--- src/rtl/mog_pkg.sv ---
// package: constants, types and register map of the motor output gating block
//
// Summary of operation
// - bridge output is low-on, high-on or both-off (high impedance).
// - thermal shutdown floats both half-bridge outputs regardless of any input.
// - bottom-only limit drives both high; top limit drives both low.
// - reset low gives low/low; otherwise direction and pwm truth table.
// - low-side switches usable only when drive-type select is 1 (dc).
// - low-side switch off in shutdown or reset; follows command; limited on trip.
// - high-side switches usable only when drive-type select is 0.
// - high-side switch off in shutdown or reset; follows command; limited on trip.
// - stepper coils off in shutdown or reset; limited or off on trip.
// - phase 00/11 off; 01 and 10 pick a coil by pwm level.
// - pwm toggling switches on the counterphase coil for synchronous rectification.
// - limit sensing may drop while disabled; oscillation is tolerated.
// - dc mode enables low-side switches; stepper mode enables high-side switches.
// - configuration bits, drive-type select included, reset to 0.
package mog_pkg;
    localparam int NUM_BRIDGE = 2;
    localparam int NUM_AUX = 2;
    localparam int NUM_PHASE = 2;
    localparam int AW = 4;
    localparam logic [AW-1:0] ADDR_CTRL = 4'h0;
    localparam logic [AW-1:0] ADDR_STATUS = 4'h1;
    localparam logic [AW-1:0] ADDR_MASK = 4'h2;
    localparam logic [AW-1:0] ADDR_OUTS = 4'h3;
    localparam int CTRL_SEL_BIT = 4;
    localparam int CMD_FIRST_BIT = 14;
    localparam int CMD_SECOND_BIT = 15;
    localparam logic [15:0] CTRL_RESET = 16'h0000;
    localparam int EV_W = 4;
    localparam int EV_TSD = 0;
    localparam int EV_BRIDGE_LIM = 1;
    localparam int EV_AUX_LIM = 2;
    localparam int EV_STEP_LIM = 3;
    localparam logic [EV_W-1:0] EV_ZERO = 4'h0;

    // drive state of one half-bridge
    typedef enum logic [2:0] {
        HB_OFF = 3'b001,
        HB_LOW = 3'b010,
        HB_HIGH = 3'b100
    } mog_hb_t;

    typedef struct packed {
        logic dirA;
        logic dirB;
        logic pwm;
        logic limTop;
        logic limBottom;
    } mog_bridge_in_t;

    typedef struct packed {
        logic hiOn;
        logic hiOe;
        logic loOn;
    } mog_hb_pins_t;

    // aux drive: on and current-limit-active
    typedef struct packed {
        logic on;
        logic limited;
    } mog_sw_t;
endpackage : mog_pkg

--- src/rtl/mog_top.sv ---
// top: synchronised fault gating, registers and registered driver outputs
`timescale 1ns/10ps
module mog_top
    import mog_pkg::*;
(
    input wire logic clk,
    input wire logic rst,
    input wire logic [AW-1:0] regAddr,
    input wire logic [15:0] regWdata,
    input wire logic regWr,
    input wire logic regRd,
    output logic [15:0] regRdata,
    output logic irq,
    input wire logic resetInN,
    input wire logic thermalShutdown,
    input wire mog_pkg::mog_bridge_in_t [NUM_BRIDGE-1:0] bridgeIn,
    input wire logic [NUM_AUX-1:0] overcurrentFlagAux,
    input wire logic [NUM_PHASE-1:0][1:0] phaseBits,
    input wire logic [NUM_PHASE-1:0] stepperPwmIn,
    input wire logic [NUM_PHASE-1:0] overcurrentFlagStep,
    output mog_pkg::mog_hb_pins_t [NUM_BRIDGE-1:0] halfBridgeOutA,
    output mog_pkg::mog_hb_pins_t [NUM_BRIDGE-1:0] halfBridgeOutB,
    output mog_pkg::mog_sw_t [NUM_AUX-1:0] lowSideSwitchOut,
    output mog_pkg::mog_sw_t [NUM_AUX-1:0] highSideSwitchOut,
    output logic [NUM_PHASE-1:0][1:0] coilOut
);
    // two-flop synchronisers for all pin inputs
    localparam int SW = 2 + NUM_BRIDGE * 5 + NUM_AUX + NUM_PHASE * 4;
    logic [SW-1:0] syncRaw;
    logic [SW-1:0] sync1_reg;
    logic [SW-1:0] sync2_reg;
    logic [SW-1:0] sync1_next;
    logic [SW-1:0] sync2_next;
    assign syncRaw = {resetInN, thermalShutdown, bridgeIn, overcurrentFlagAux,
                      phaseBits, stepperPwmIn, overcurrentFlagStep};

    logic sRstIn;
    logic sTsd;
    mog_bridge_in_t [NUM_BRIDGE-1:0] sBridge;
    logic [NUM_AUX-1:0] sAuxLim;
    logic [NUM_PHASE-1:0][1:0] sPhase;
    logic [NUM_PHASE-1:0] sSpwm;
    logic [NUM_PHASE-1:0] sStepLim;
    assign {sRstIn, sTsd, sBridge, sAuxLim, sPhase, sSpwm, sStepLim} = sync2_reg;

    always_comb begin
        sync1_next = syncRaw;
        sync2_next = sync1_reg;
    end

    always_ff @(posedge clk) begin
        if (rst) begin
            sync1_reg <= '0;
            sync2_reg <= '0;
        end else begin
            sync1_reg <= sync1_next;
            sync2_reg <= sync2_next;
        end
    end

    // register file
    logic [15:0] ctrl_reg;
    logic [15:0] ctrl_next;
    logic [EV_W-1:0] status_reg;
    logic [EV_W-1:0] status_next;
    logic [EV_W-1:0] mask_reg;
    logic [EV_W-1:0] mask_next;
    logic [15:0] rdata_reg;
    logic [15:0] rdata_next;
    logic irq_reg;
    logic irq_next;
    logic [EV_W-1:0] events;
    logic [EV_W-1:0] evLevel_reg;
    logic [EV_W-1:0] evLevel_next;
    logic [15:0] outsView;

    logic driveSel;
    logic [NUM_AUX-1:0] auxCmd;
    assign driveSel = ctrl_reg[CTRL_SEL_BIT];
    assign auxCmd = {ctrl_reg[CMD_SECOND_BIT], ctrl_reg[CMD_FIRST_BIT]};

    always_comb begin
        evLevel_next[EV_TSD] = sTsd;
        evLevel_next[EV_BRIDGE_LIM] = |{sBridge[0].limTop, sBridge[0].limBottom,
                                        sBridge[1].limTop, sBridge[1].limBottom};
        evLevel_next[EV_AUX_LIM] = |sAuxLim;
        evLevel_next[EV_STEP_LIM] = |sStepLim;
        events = evLevel_next & ~evLevel_reg;
        ctrl_next = ctrl_reg;
        mask_next = mask_reg;
        status_next = status_reg;
        if (regWr && regAddr == ADDR_CTRL) begin
            ctrl_next = regWdata;
        end
        if (regWr && regAddr == ADDR_MASK) begin
            mask_next = regWdata[EV_W-1:0];
        end
        if (regWr && regAddr == ADDR_STATUS) begin
            status_next = status_reg & ~regWdata[EV_W-1:0];
        end
        status_next = status_next | events;
        irq_next = |(status_next & mask_next);
        rdata_next = 16'h0000;
        if (regRd) begin
            case (regAddr)
                ADDR_CTRL: rdata_next = ctrl_reg;
                ADDR_STATUS: rdata_next = {12'h000, status_reg};
                ADDR_MASK: rdata_next = {12'h000, mask_reg};
                ADDR_OUTS: rdata_next = outsView;
                default: rdata_next = 16'h0000;
            endcase
        end
    end

    always_ff @(posedge clk) begin
        if (rst) begin
            ctrl_reg <= CTRL_RESET;
            mask_reg <= EV_ZERO;
            status_reg <= EV_ZERO;
            evLevel_reg <= EV_ZERO;
            irq_reg <= 1'b0;
            rdata_reg <= 16'h0000;
        end else begin
            ctrl_reg <= ctrl_next;
            mask_reg <= mask_next;
            status_reg <= status_next;
            evLevel_reg <= evLevel_next;
            irq_reg <= irq_next;
            rdata_reg <= rdata_next;
        end
    end
    assign regRdata = rdata_reg;
    assign irq = irq_reg;

    // dc bridges
    mog_hb_t [NUM_BRIDGE-1:0] hbA;
    mog_hb_t [NUM_BRIDGE-1:0] hbB;
    mog_hb_pins_t [NUM_BRIDGE-1:0] hbA_reg;
    mog_hb_pins_t [NUM_BRIDGE-1:0] hbB_reg;
    mog_hb_pins_t [NUM_BRIDGE-1:0] hbA_next;
    mog_hb_pins_t [NUM_BRIDGE-1:0] hbB_next;

    for (genvar i = 0; i < NUM_BRIDGE; i++) begin : g_bridge
        mog_bridge_decode u_dec (
            .in(sBridge[i]),
            .thermal_shutdown(sTsd),
            .rstIn(sRstIn),
            .outA(hbA[i]),
            .outB(hbB[i])
        );
        // three-state pin mapping
        always_comb begin
            hbA_next[i].hiOn = (hbA[i] == HB_HIGH);
            hbA_next[i].hiOe = (hbA[i] != HB_OFF);
            hbA_next[i].loOn = (hbA[i] == HB_LOW);
            hbB_next[i].hiOn = (hbB[i] == HB_HIGH);
            hbB_next[i].hiOe = (hbB[i] != HB_OFF);
            hbB_next[i].loOn = (hbB[i] == HB_LOW);
        end
    end

    // aux switches
    mog_sw_t [NUM_AUX-1:0] ls_reg;
    mog_sw_t [NUM_AUX-1:0] ls_next;
    mog_sw_t [NUM_AUX-1:0] hs_reg;
    mog_sw_t [NUM_AUX-1:0] hs_next;
    for (genvar j = 0; j < NUM_AUX; j++) begin : g_aux
        always_comb begin
            ls_next[j] = '0;
            hs_next[j] = '0;
            if (!sTsd && sRstIn && auxCmd[j]) begin
                if (driveSel) begin
                    ls_next[j].on = 1'b1;
                    ls_next[j].limited = sAuxLim[j];
                end else begin
                    hs_next[j].on = 1'b1;
                    hs_next[j].limited = sAuxLim[j];
                end
            end
        end
    end

    // stepper phases
    logic [NUM_PHASE-1:0][1:0] coil_reg;
    logic [NUM_PHASE-1:0][1:0] coil_next;
    for (genvar k = 0; k < NUM_PHASE; k++) begin : g_step
        always_comb begin
            coil_next[k] = 2'b00;
            if (sTsd || !sRstIn) begin
                coil_next[k] = 2'b00;
            end else if (sStepLim[k]) begin
                coil_next[k] = 2'b00;
            end else if (!driveSel) begin
                case (sPhase[k])
                    2'b01: coil_next[k] = sSpwm[k] ? 2'b10 : 2'b01;
                    2'b10: coil_next[k] = sSpwm[k] ? 2'b01 : 2'b10;
                    default: coil_next[k] = 2'b00;
                endcase
            end
        end
    end

    always_ff @(posedge clk) begin
        if (rst) begin
            for (int b = 0; b < NUM_BRIDGE; b++) begin
                hbA_reg[b] <= '0;
                hbB_reg[b] <= '0;
            end
            ls_reg <= '0;
            hs_reg <= '0;
            coil_reg <= '0;
        end else begin
            hbA_reg <= hbA_next;
            hbB_reg <= hbB_next;
            ls_reg <= ls_next;
            hs_reg <= hs_next;
            coil_reg <= coil_next;
        end
    end

    assign halfBridgeOutA = hbA_reg;
    assign halfBridgeOutB = hbB_reg;
    assign lowSideSwitchOut = ls_reg;
    assign highSideSwitchOut = hs_reg;
    assign coilOut = coil_reg;
    assign outsView = {hbA_reg[0].hiOn, hbA_reg[0].hiOe, hbB_reg[0].hiOn, hbB_reg[0].hiOe,
                       hbA_reg[1].hiOn, hbA_reg[1].hiOe, hbB_reg[1].hiOn, hbB_reg[1].hiOe,
                       ls_reg[1].on, ls_reg[0].on, hs_reg[1].on, hs_reg[0].on, coil_reg};
endmodule : mog_top

--- src/rtl/mog_bridge_decode.sv ---
// half-bridge decode for one dc channel
`timescale 1ns/10ps
module mog_bridge_decode
    import mog_pkg::*;
(
    input wire mog_pkg::mog_bridge_in_t in,
    input wire logic thermal_shutdown,
    input wire logic rstIn,
    output mog_pkg::mog_hb_t outA,
    output mog_pkg::mog_hb_t outB
);
    always_comb begin
        outA = HB_LOW;
        outB = HB_LOW;
        if (thermal_shutdown) begin
            outA = HB_OFF;
            outB = HB_OFF;
        end else if (in.limTop) begin
            outA = HB_LOW;
            outB = HB_LOW;
        end else if (in.limBottom) begin
            outA = HB_HIGH;
            outB = HB_HIGH;
        end else if (!rstIn) begin
            outA = HB_LOW;
            outB = HB_LOW;
        end else begin
            case ({in.dirA, in.dirB})
                2'b00: begin
                    outA = HB_LOW;
                    outB = HB_LOW;
                end
                2'b01: begin
                    outA = in.pwm ? HB_LOW : HB_HIGH;
                    outB = HB_HIGH;
                end
                2'b10: begin
                    outA = HB_HIGH;
                    outB = in.pwm ? HB_LOW : HB_HIGH;
                end
                default: begin
                    outA = HB_HIGH;
                    outB = HB_HIGH;
                end
            endcase
        end
    end
endmodule : mog_bridge_decode

--- config.mk ---
export PLATFORM = sky130hd
export DESIGN_NAME = mog_top
export DESIGN_NICKNAME = d
export VERILOG_FILES = /design/src/rtl/mog_pkg.sv /design/src/rtl/mog_top.sv /design/src/rtl/mog_bridge_decode.sv
export SDC_FILE = /design/constraint.sdc
export NUM_CORES = 1
export LEC_CHECK = 0
export BUFFER_PORTS_ARGS = -buffer_cell sky130_fd_sc_hd__buf_2
export CORE_MARGIN = 10
export CORE_UTILIZATION = 35
export DETAILED_ROUTE_END_ITERATION = 16
export PLACE_DENSITY_LB_ADDON = 0.15
export SKIP_CTS_REPAIR_TIMING = 1
export SLEW_MARGIN = 5
export SYNTH_ARGS = -nofsm -noshare
export SYNTH_HDL_FRONTEND = slang
export SYNTH_SLANG_ARGS = --single-unit
--- constraint.sdc ---
create_clock -name clk -period 1.1 [get_ports clk]
set_input_delay 0.165 -clock clk [delete_from_list [all_inputs] [get_ports clk]]
set_output_delay 0.165 -clock clk [all_outputs]
set_load 0.005 [all_outputs]
[Word level (Yosys, flattened, before mapping)]
Index checks and enable logic that the tools add are counted.
Word-level totals
  register bits: 113
  input bits: 46
  output and inout bits: 41
Operators by class
  eq/ne operators: 23
  muxes and demuxes: 35
  bitwise operators: 10
  reduce and logical (&&, ||, !) cells: 25
Operators with widths (number)
  case mux 16 bit (4 select lines): 1
  2-to-1 mux 3 bit: 18
  case mux 3 bit (2 select lines): 4
  2-to-1 mux 2 bit: 8
  OR reduction 4 bit: 4
  bitwise AND 4 bit: 3
  == test 3 x 2 -> 1 bit (second input constant): 4
  == test 3 bit (second input constant): 4
  != test 3 x 1 -> 1 bit (second input constant): 4
  OR reduction 3 bit: 4
  OR reduction 2 bit: 5
  == test 2 x 1 -> 1 bit (second input constant): 4
  == test 2 bit (second input constant): 4
  == test 4 x 2 -> 1 bit (second input constant): 2
  2-to-1 mux 4 bit: 2
  NOT 4 bit: 2
  case mux 2 bit (2 select lines): 2
  logical AND 1 bit: 6
  == test 4 x 1 -> 1 bit (second input constant): 1
  zero test 2 bit: 2
  zero test 4 bit: 1
  NOT 1 bit: 4
  OR 4 bit: 1
  zero test 1 bit: 2
  logical OR 1 bit: 1

[Depth between registers and ports, before layout]
  depth in word-level cells: 7
  depth in mapped cells: 6

[Modules after synthesis]
Synthesis repeated with hierarchy kept, for this count alone.
Unflattened totals
  cell total of the unflattened synthesis: 384
  area, all modules: 3813.7 um2
By module, submodules not included
  mog_top: times used 1, cells an instance 358, area each 3658.5 um2
  mog_bridge_decode: times used 2, cells an instance 13, area each 77.6 um2

[Least setup slack after synthesis]
No wires, ideal clock.
  kind: input to register
  from: in regAddr[3]
  to: reg ctrl_reg[10]
  arrival: 1.079 ns
  path slack: -0.112 ns
  cell stages on the path: 5
  buffers on the path: 1
  path through: nor4_4 > nand2_1 > buf_2 > nand2_1 > a21oi_1
Between the ends
  longest elaborated chain between the ends: 2
Ends and longest elaborated chain
  start, declared: line mog_top.sv:8  | input wire logic [AW-1:0] regAddr,
  zero test 4 bit: line mog_top.sv:92  | if (regWr && regAddr == ADDR_CTRL) begin
  logical AND 1 bit: line mog_top.sv:92
  end signal, assigned: line mog_top.sv:124  | ctrl_reg <= ctrl_next;
  end, declared: line mog_top.sv:62  | logic [15:0] ctrl_reg;
No other way between the ends.
A chain may end at the register's enable or synchronous reset.

[Worst setup path in the final report]
  from: reg hbB_reg (netlist bit halfBridgeOutB[5])
  to: out halfBridgeOutB[5] in the netlist's numbering
RTL lines
  start, declared: line mog_top.sv:139  | mog_hb_pins_t [NUM_BRIDGE-1:0] hbB_reg;
  start signal, assigned: line mog_top.sv:214  | hbB_reg <= hbB_next;
  end, declared: line mog_top.sv:22  | output mog_pkg::mog_hb_pins_t [NUM_BRIDGE-1:0] halfBridgeOutB,
No word-level cell between the ends.

==> reports/results.ini <==
[synth]
synth_top_cells_by_area = dfxtp_1 (62%), nor2b_1 (9.2%), nor2_1 (4.4%), nand2_1 (4.2%), a21oi_1 (3.8%)
synth_top_family_by_area = simple AND/OR/NAND/NOR gates
yosys_register_bits = 113
synthDistinctLibCells = 28
ys_warn_count = 0
synth-xor-area-share_pct = 0
synth_top_area_cell = dfxtp_1
synth-simple-area-share_pct = 22.54
syn_area_um2 = 3664
yosys.area_share.adder_pct = 0
synth_mux_area_share_pct = 0
syn_nets = 422
synth_cells = 376
synth_top_area_share_pct = 61.75
synth_compound_area_share_pct = 12.12
seq_area_frac_synth_pct = 61.75
syn_area_per_cell_um2 = 9.743

[global_route]
grt.overflow.total = 0
grt_pass1_wl_um = 13580
grt_pass1_vias = 2845
grt_antenna_before_repair = 0
grt_start_max_net_pins = 34
grtUsageTotal_pct = 11.56

[cts]
cts.sinks = 113
cts_tree = built
cts_htree_levels = 4
cts_max_path_buffers = 2
clock_latency_ns = 0.50
cts_root_buf = clkbuf_8
numCtsBuffers = 17
path_clk_slew_ns = 0.06

[routing]
via_per_inst = 4.325
wl_per_cell_um = 12.96
drt_iter0_drc = 177
routed_wirelength_um = 8829
drt-pass1-iter-count = 4
wl_met2_um = 4139
wl_met1_um = 4012
top_layer_used = met4
vias = 2945
drc_errors = 0
detail-route-antenna-nets = 0
dr_wl_met3_um = 542

[die]
dieArea_um2 = 14960
fp.coreArea_um2 = 10280
num_rows = 37
fp.dieH_um = 122.3
initial_utilization_pct = 35.65
die_w_um = 122.3
io_pins = 87

[worst_setup_path]
cp_data_arrival_time_ns = 0.96
crit_family = flip-flops
critPathCaptureType = output pin
cp_cell_sequence = buf_2
critPathSlowestCell = dfxtp_2
start_kind = register
path_depth = 1
reg2reg_to = irq$_SDFF_PP0_
max_stage_delay_ns = 0.35
worstPathMaxFanout = 2
rr_worst_depth = 4
cp_num_buf_inv = 1
critPathRequiredTime_ns = 0.94
r2r_start = sync2_reg[10]$_SDFF_PP0_
reg2reg_slack_ns = 0
crit_type = reg2out

[sta]
setup_viol = 5
drv_slew = 0
min_period_ns = 1.128
slew_headroom_pct = 71.03
max_freq_mhz = 886.2
rsz0062_at_grt = yes
fin_crit_sh_pct = 102.6
final_hold_viol_count = 0
finClkSkew_ns = 0.009072
setup_slack_ns = -0.02838
max_slew.worst_pin.slew_ns = 0.4326

[final_layout]
fin_util_pct = 53.88
area_growth_pct = 51.16
nets = 578
final_common_cell = dfxtp_1
layout_common_cells = dfxtp_1 (88), buf_2 (69), nor2b_1 (53)
drive_gt1_share_pct = 34.13
antennaDiodeCount = 0

[outcome]
status = finished, violations left
violations = negative setup slack

[min_path]
hp-class = in2reg
holdPathEnd = regRdata[3]$_SDFF_PP0_
holdPathStages = 4
hold_start = regRd

[power]
irDropWorstVdd_uv = 817.6
p_total_uw = 9713
p_per_area_nw_per_um2 = 1754
p_leak_uw = 0.002310

[placed_design]
place_congestion = 0.8542
pre_cts_ws_ns = -0.4919
hpwl_um = 6143
io_buffers = 86

[job]
drv_cap = 0

==> kinds of logic (layout without fill, tap and decap cells) <==
logic type / after synthesis / count (layout)
AO/OA/AOI/OAI: 69 / 69
AND/OR/NAND/NOR: 164 / 164
buffers and inverters: 30 / 199
flip-flops: 113 / 113
==> cells in the mapped netlist <==
| library cell | number |
|---|---|
| a21boi_0 | 4 |
| a21oi_1 | 28 |
| a22o_1 | 4 |
| a22oi_1 | 16 |
| a31oi_1 | 4 |
| a41oi_1 | 1 |
| and2_1 | 5 |
| and3_1 | 5 |
| buf_1 | 1 |
| buf_2 | 5 |
| buf_4 | 1 |
| buf_6 | 1 |
| clkbuf_1 | 11 |
| clkbuf_2 | 1 |
| dfxtp_1 | 113 |
| inv_1 | 10 |
| nand2_1 | 41 |
| nand3_1 | 1 |
| nand3b_1 | 2 |
| nor2_1 | 43 |
| nor2b_1 | 54 |
| nor3_1 | 8 |
| nor3b_1 | 3 |
| nor4_1 | 1 |
| nor4_4 | 1 |
| o21ai_0 | 4 |
| o21ba_2 | 4 |
| o22ai_1 | 4 |
==> metrics by stage <==
step	hold WS [ns]	cells	instance area (µm²)	TNS [ns]
after floorplan	0.2932	376	3676	-1.117
after global placement	0.3752	606	4417	-5.188
after detailed placement	0.3767	606	4417	-6.231
after CTS	-0.1553	638	4952	-1.214
after global routing	0.09428	681	5538	-1.178
final	0.08643	681	5538	-0.04957
==> final cells by class <==
cell class	instances	area, µm²
inverters	10	37.54
clock inverters	14	117.6
fillers	944	4740
multi-input cells	233	1309
flip-flops and latches	113	2293
well taps	136	170.2
repair buffers	157	1192
clock buffers	18	417.9
==> worst max path at each step <==
stage	to	from	slack, ns
floorplan	ctrl_reg[10]$_SDFFE_PP0P_	regAddr[3]	-0.11
finish	halfBridgeOutB[5]	halfBridgeOutB[5]$_SDFF_PP0_	-0.03
global route	irq$_SDFF_PP0_	sync2_reg[1]$_SDFF_PP0_	-0.09
global placement	mask_reg[0]$_SDFF_PP0_	regAddr[1]	-0.42
detailed placement	irq$_SDFF_PP0_	regAddr[1]	-0.49
CTS	irq$_SDFF_PP0_	sync2_reg[16]$_SDFF_PP0_	-0.12
==> worst register-to-register path: cells and delay by family, from the launching register on <==
kind | cells | cell delay [ns]
compound gates | 2 | 0.27
simple gates | 2 | 0.38
flops | 1 | 0.33
==> where the power goes <==
group | switching (µW) | internal (µW)
combinational | 247 | 337
sequential | 59.9 | 4230
clock | 1860 | 2970
==> layer usage <==
layer / GRT usage (%) / vias to the layer above
met3: 3.994 / 11
met2: 17.73 / 77
met4: 6.406 / 0
li1: - / 1553
met5: 0 / -
met1: 13.93 / 1304
(Power assumes the default switching activity.)
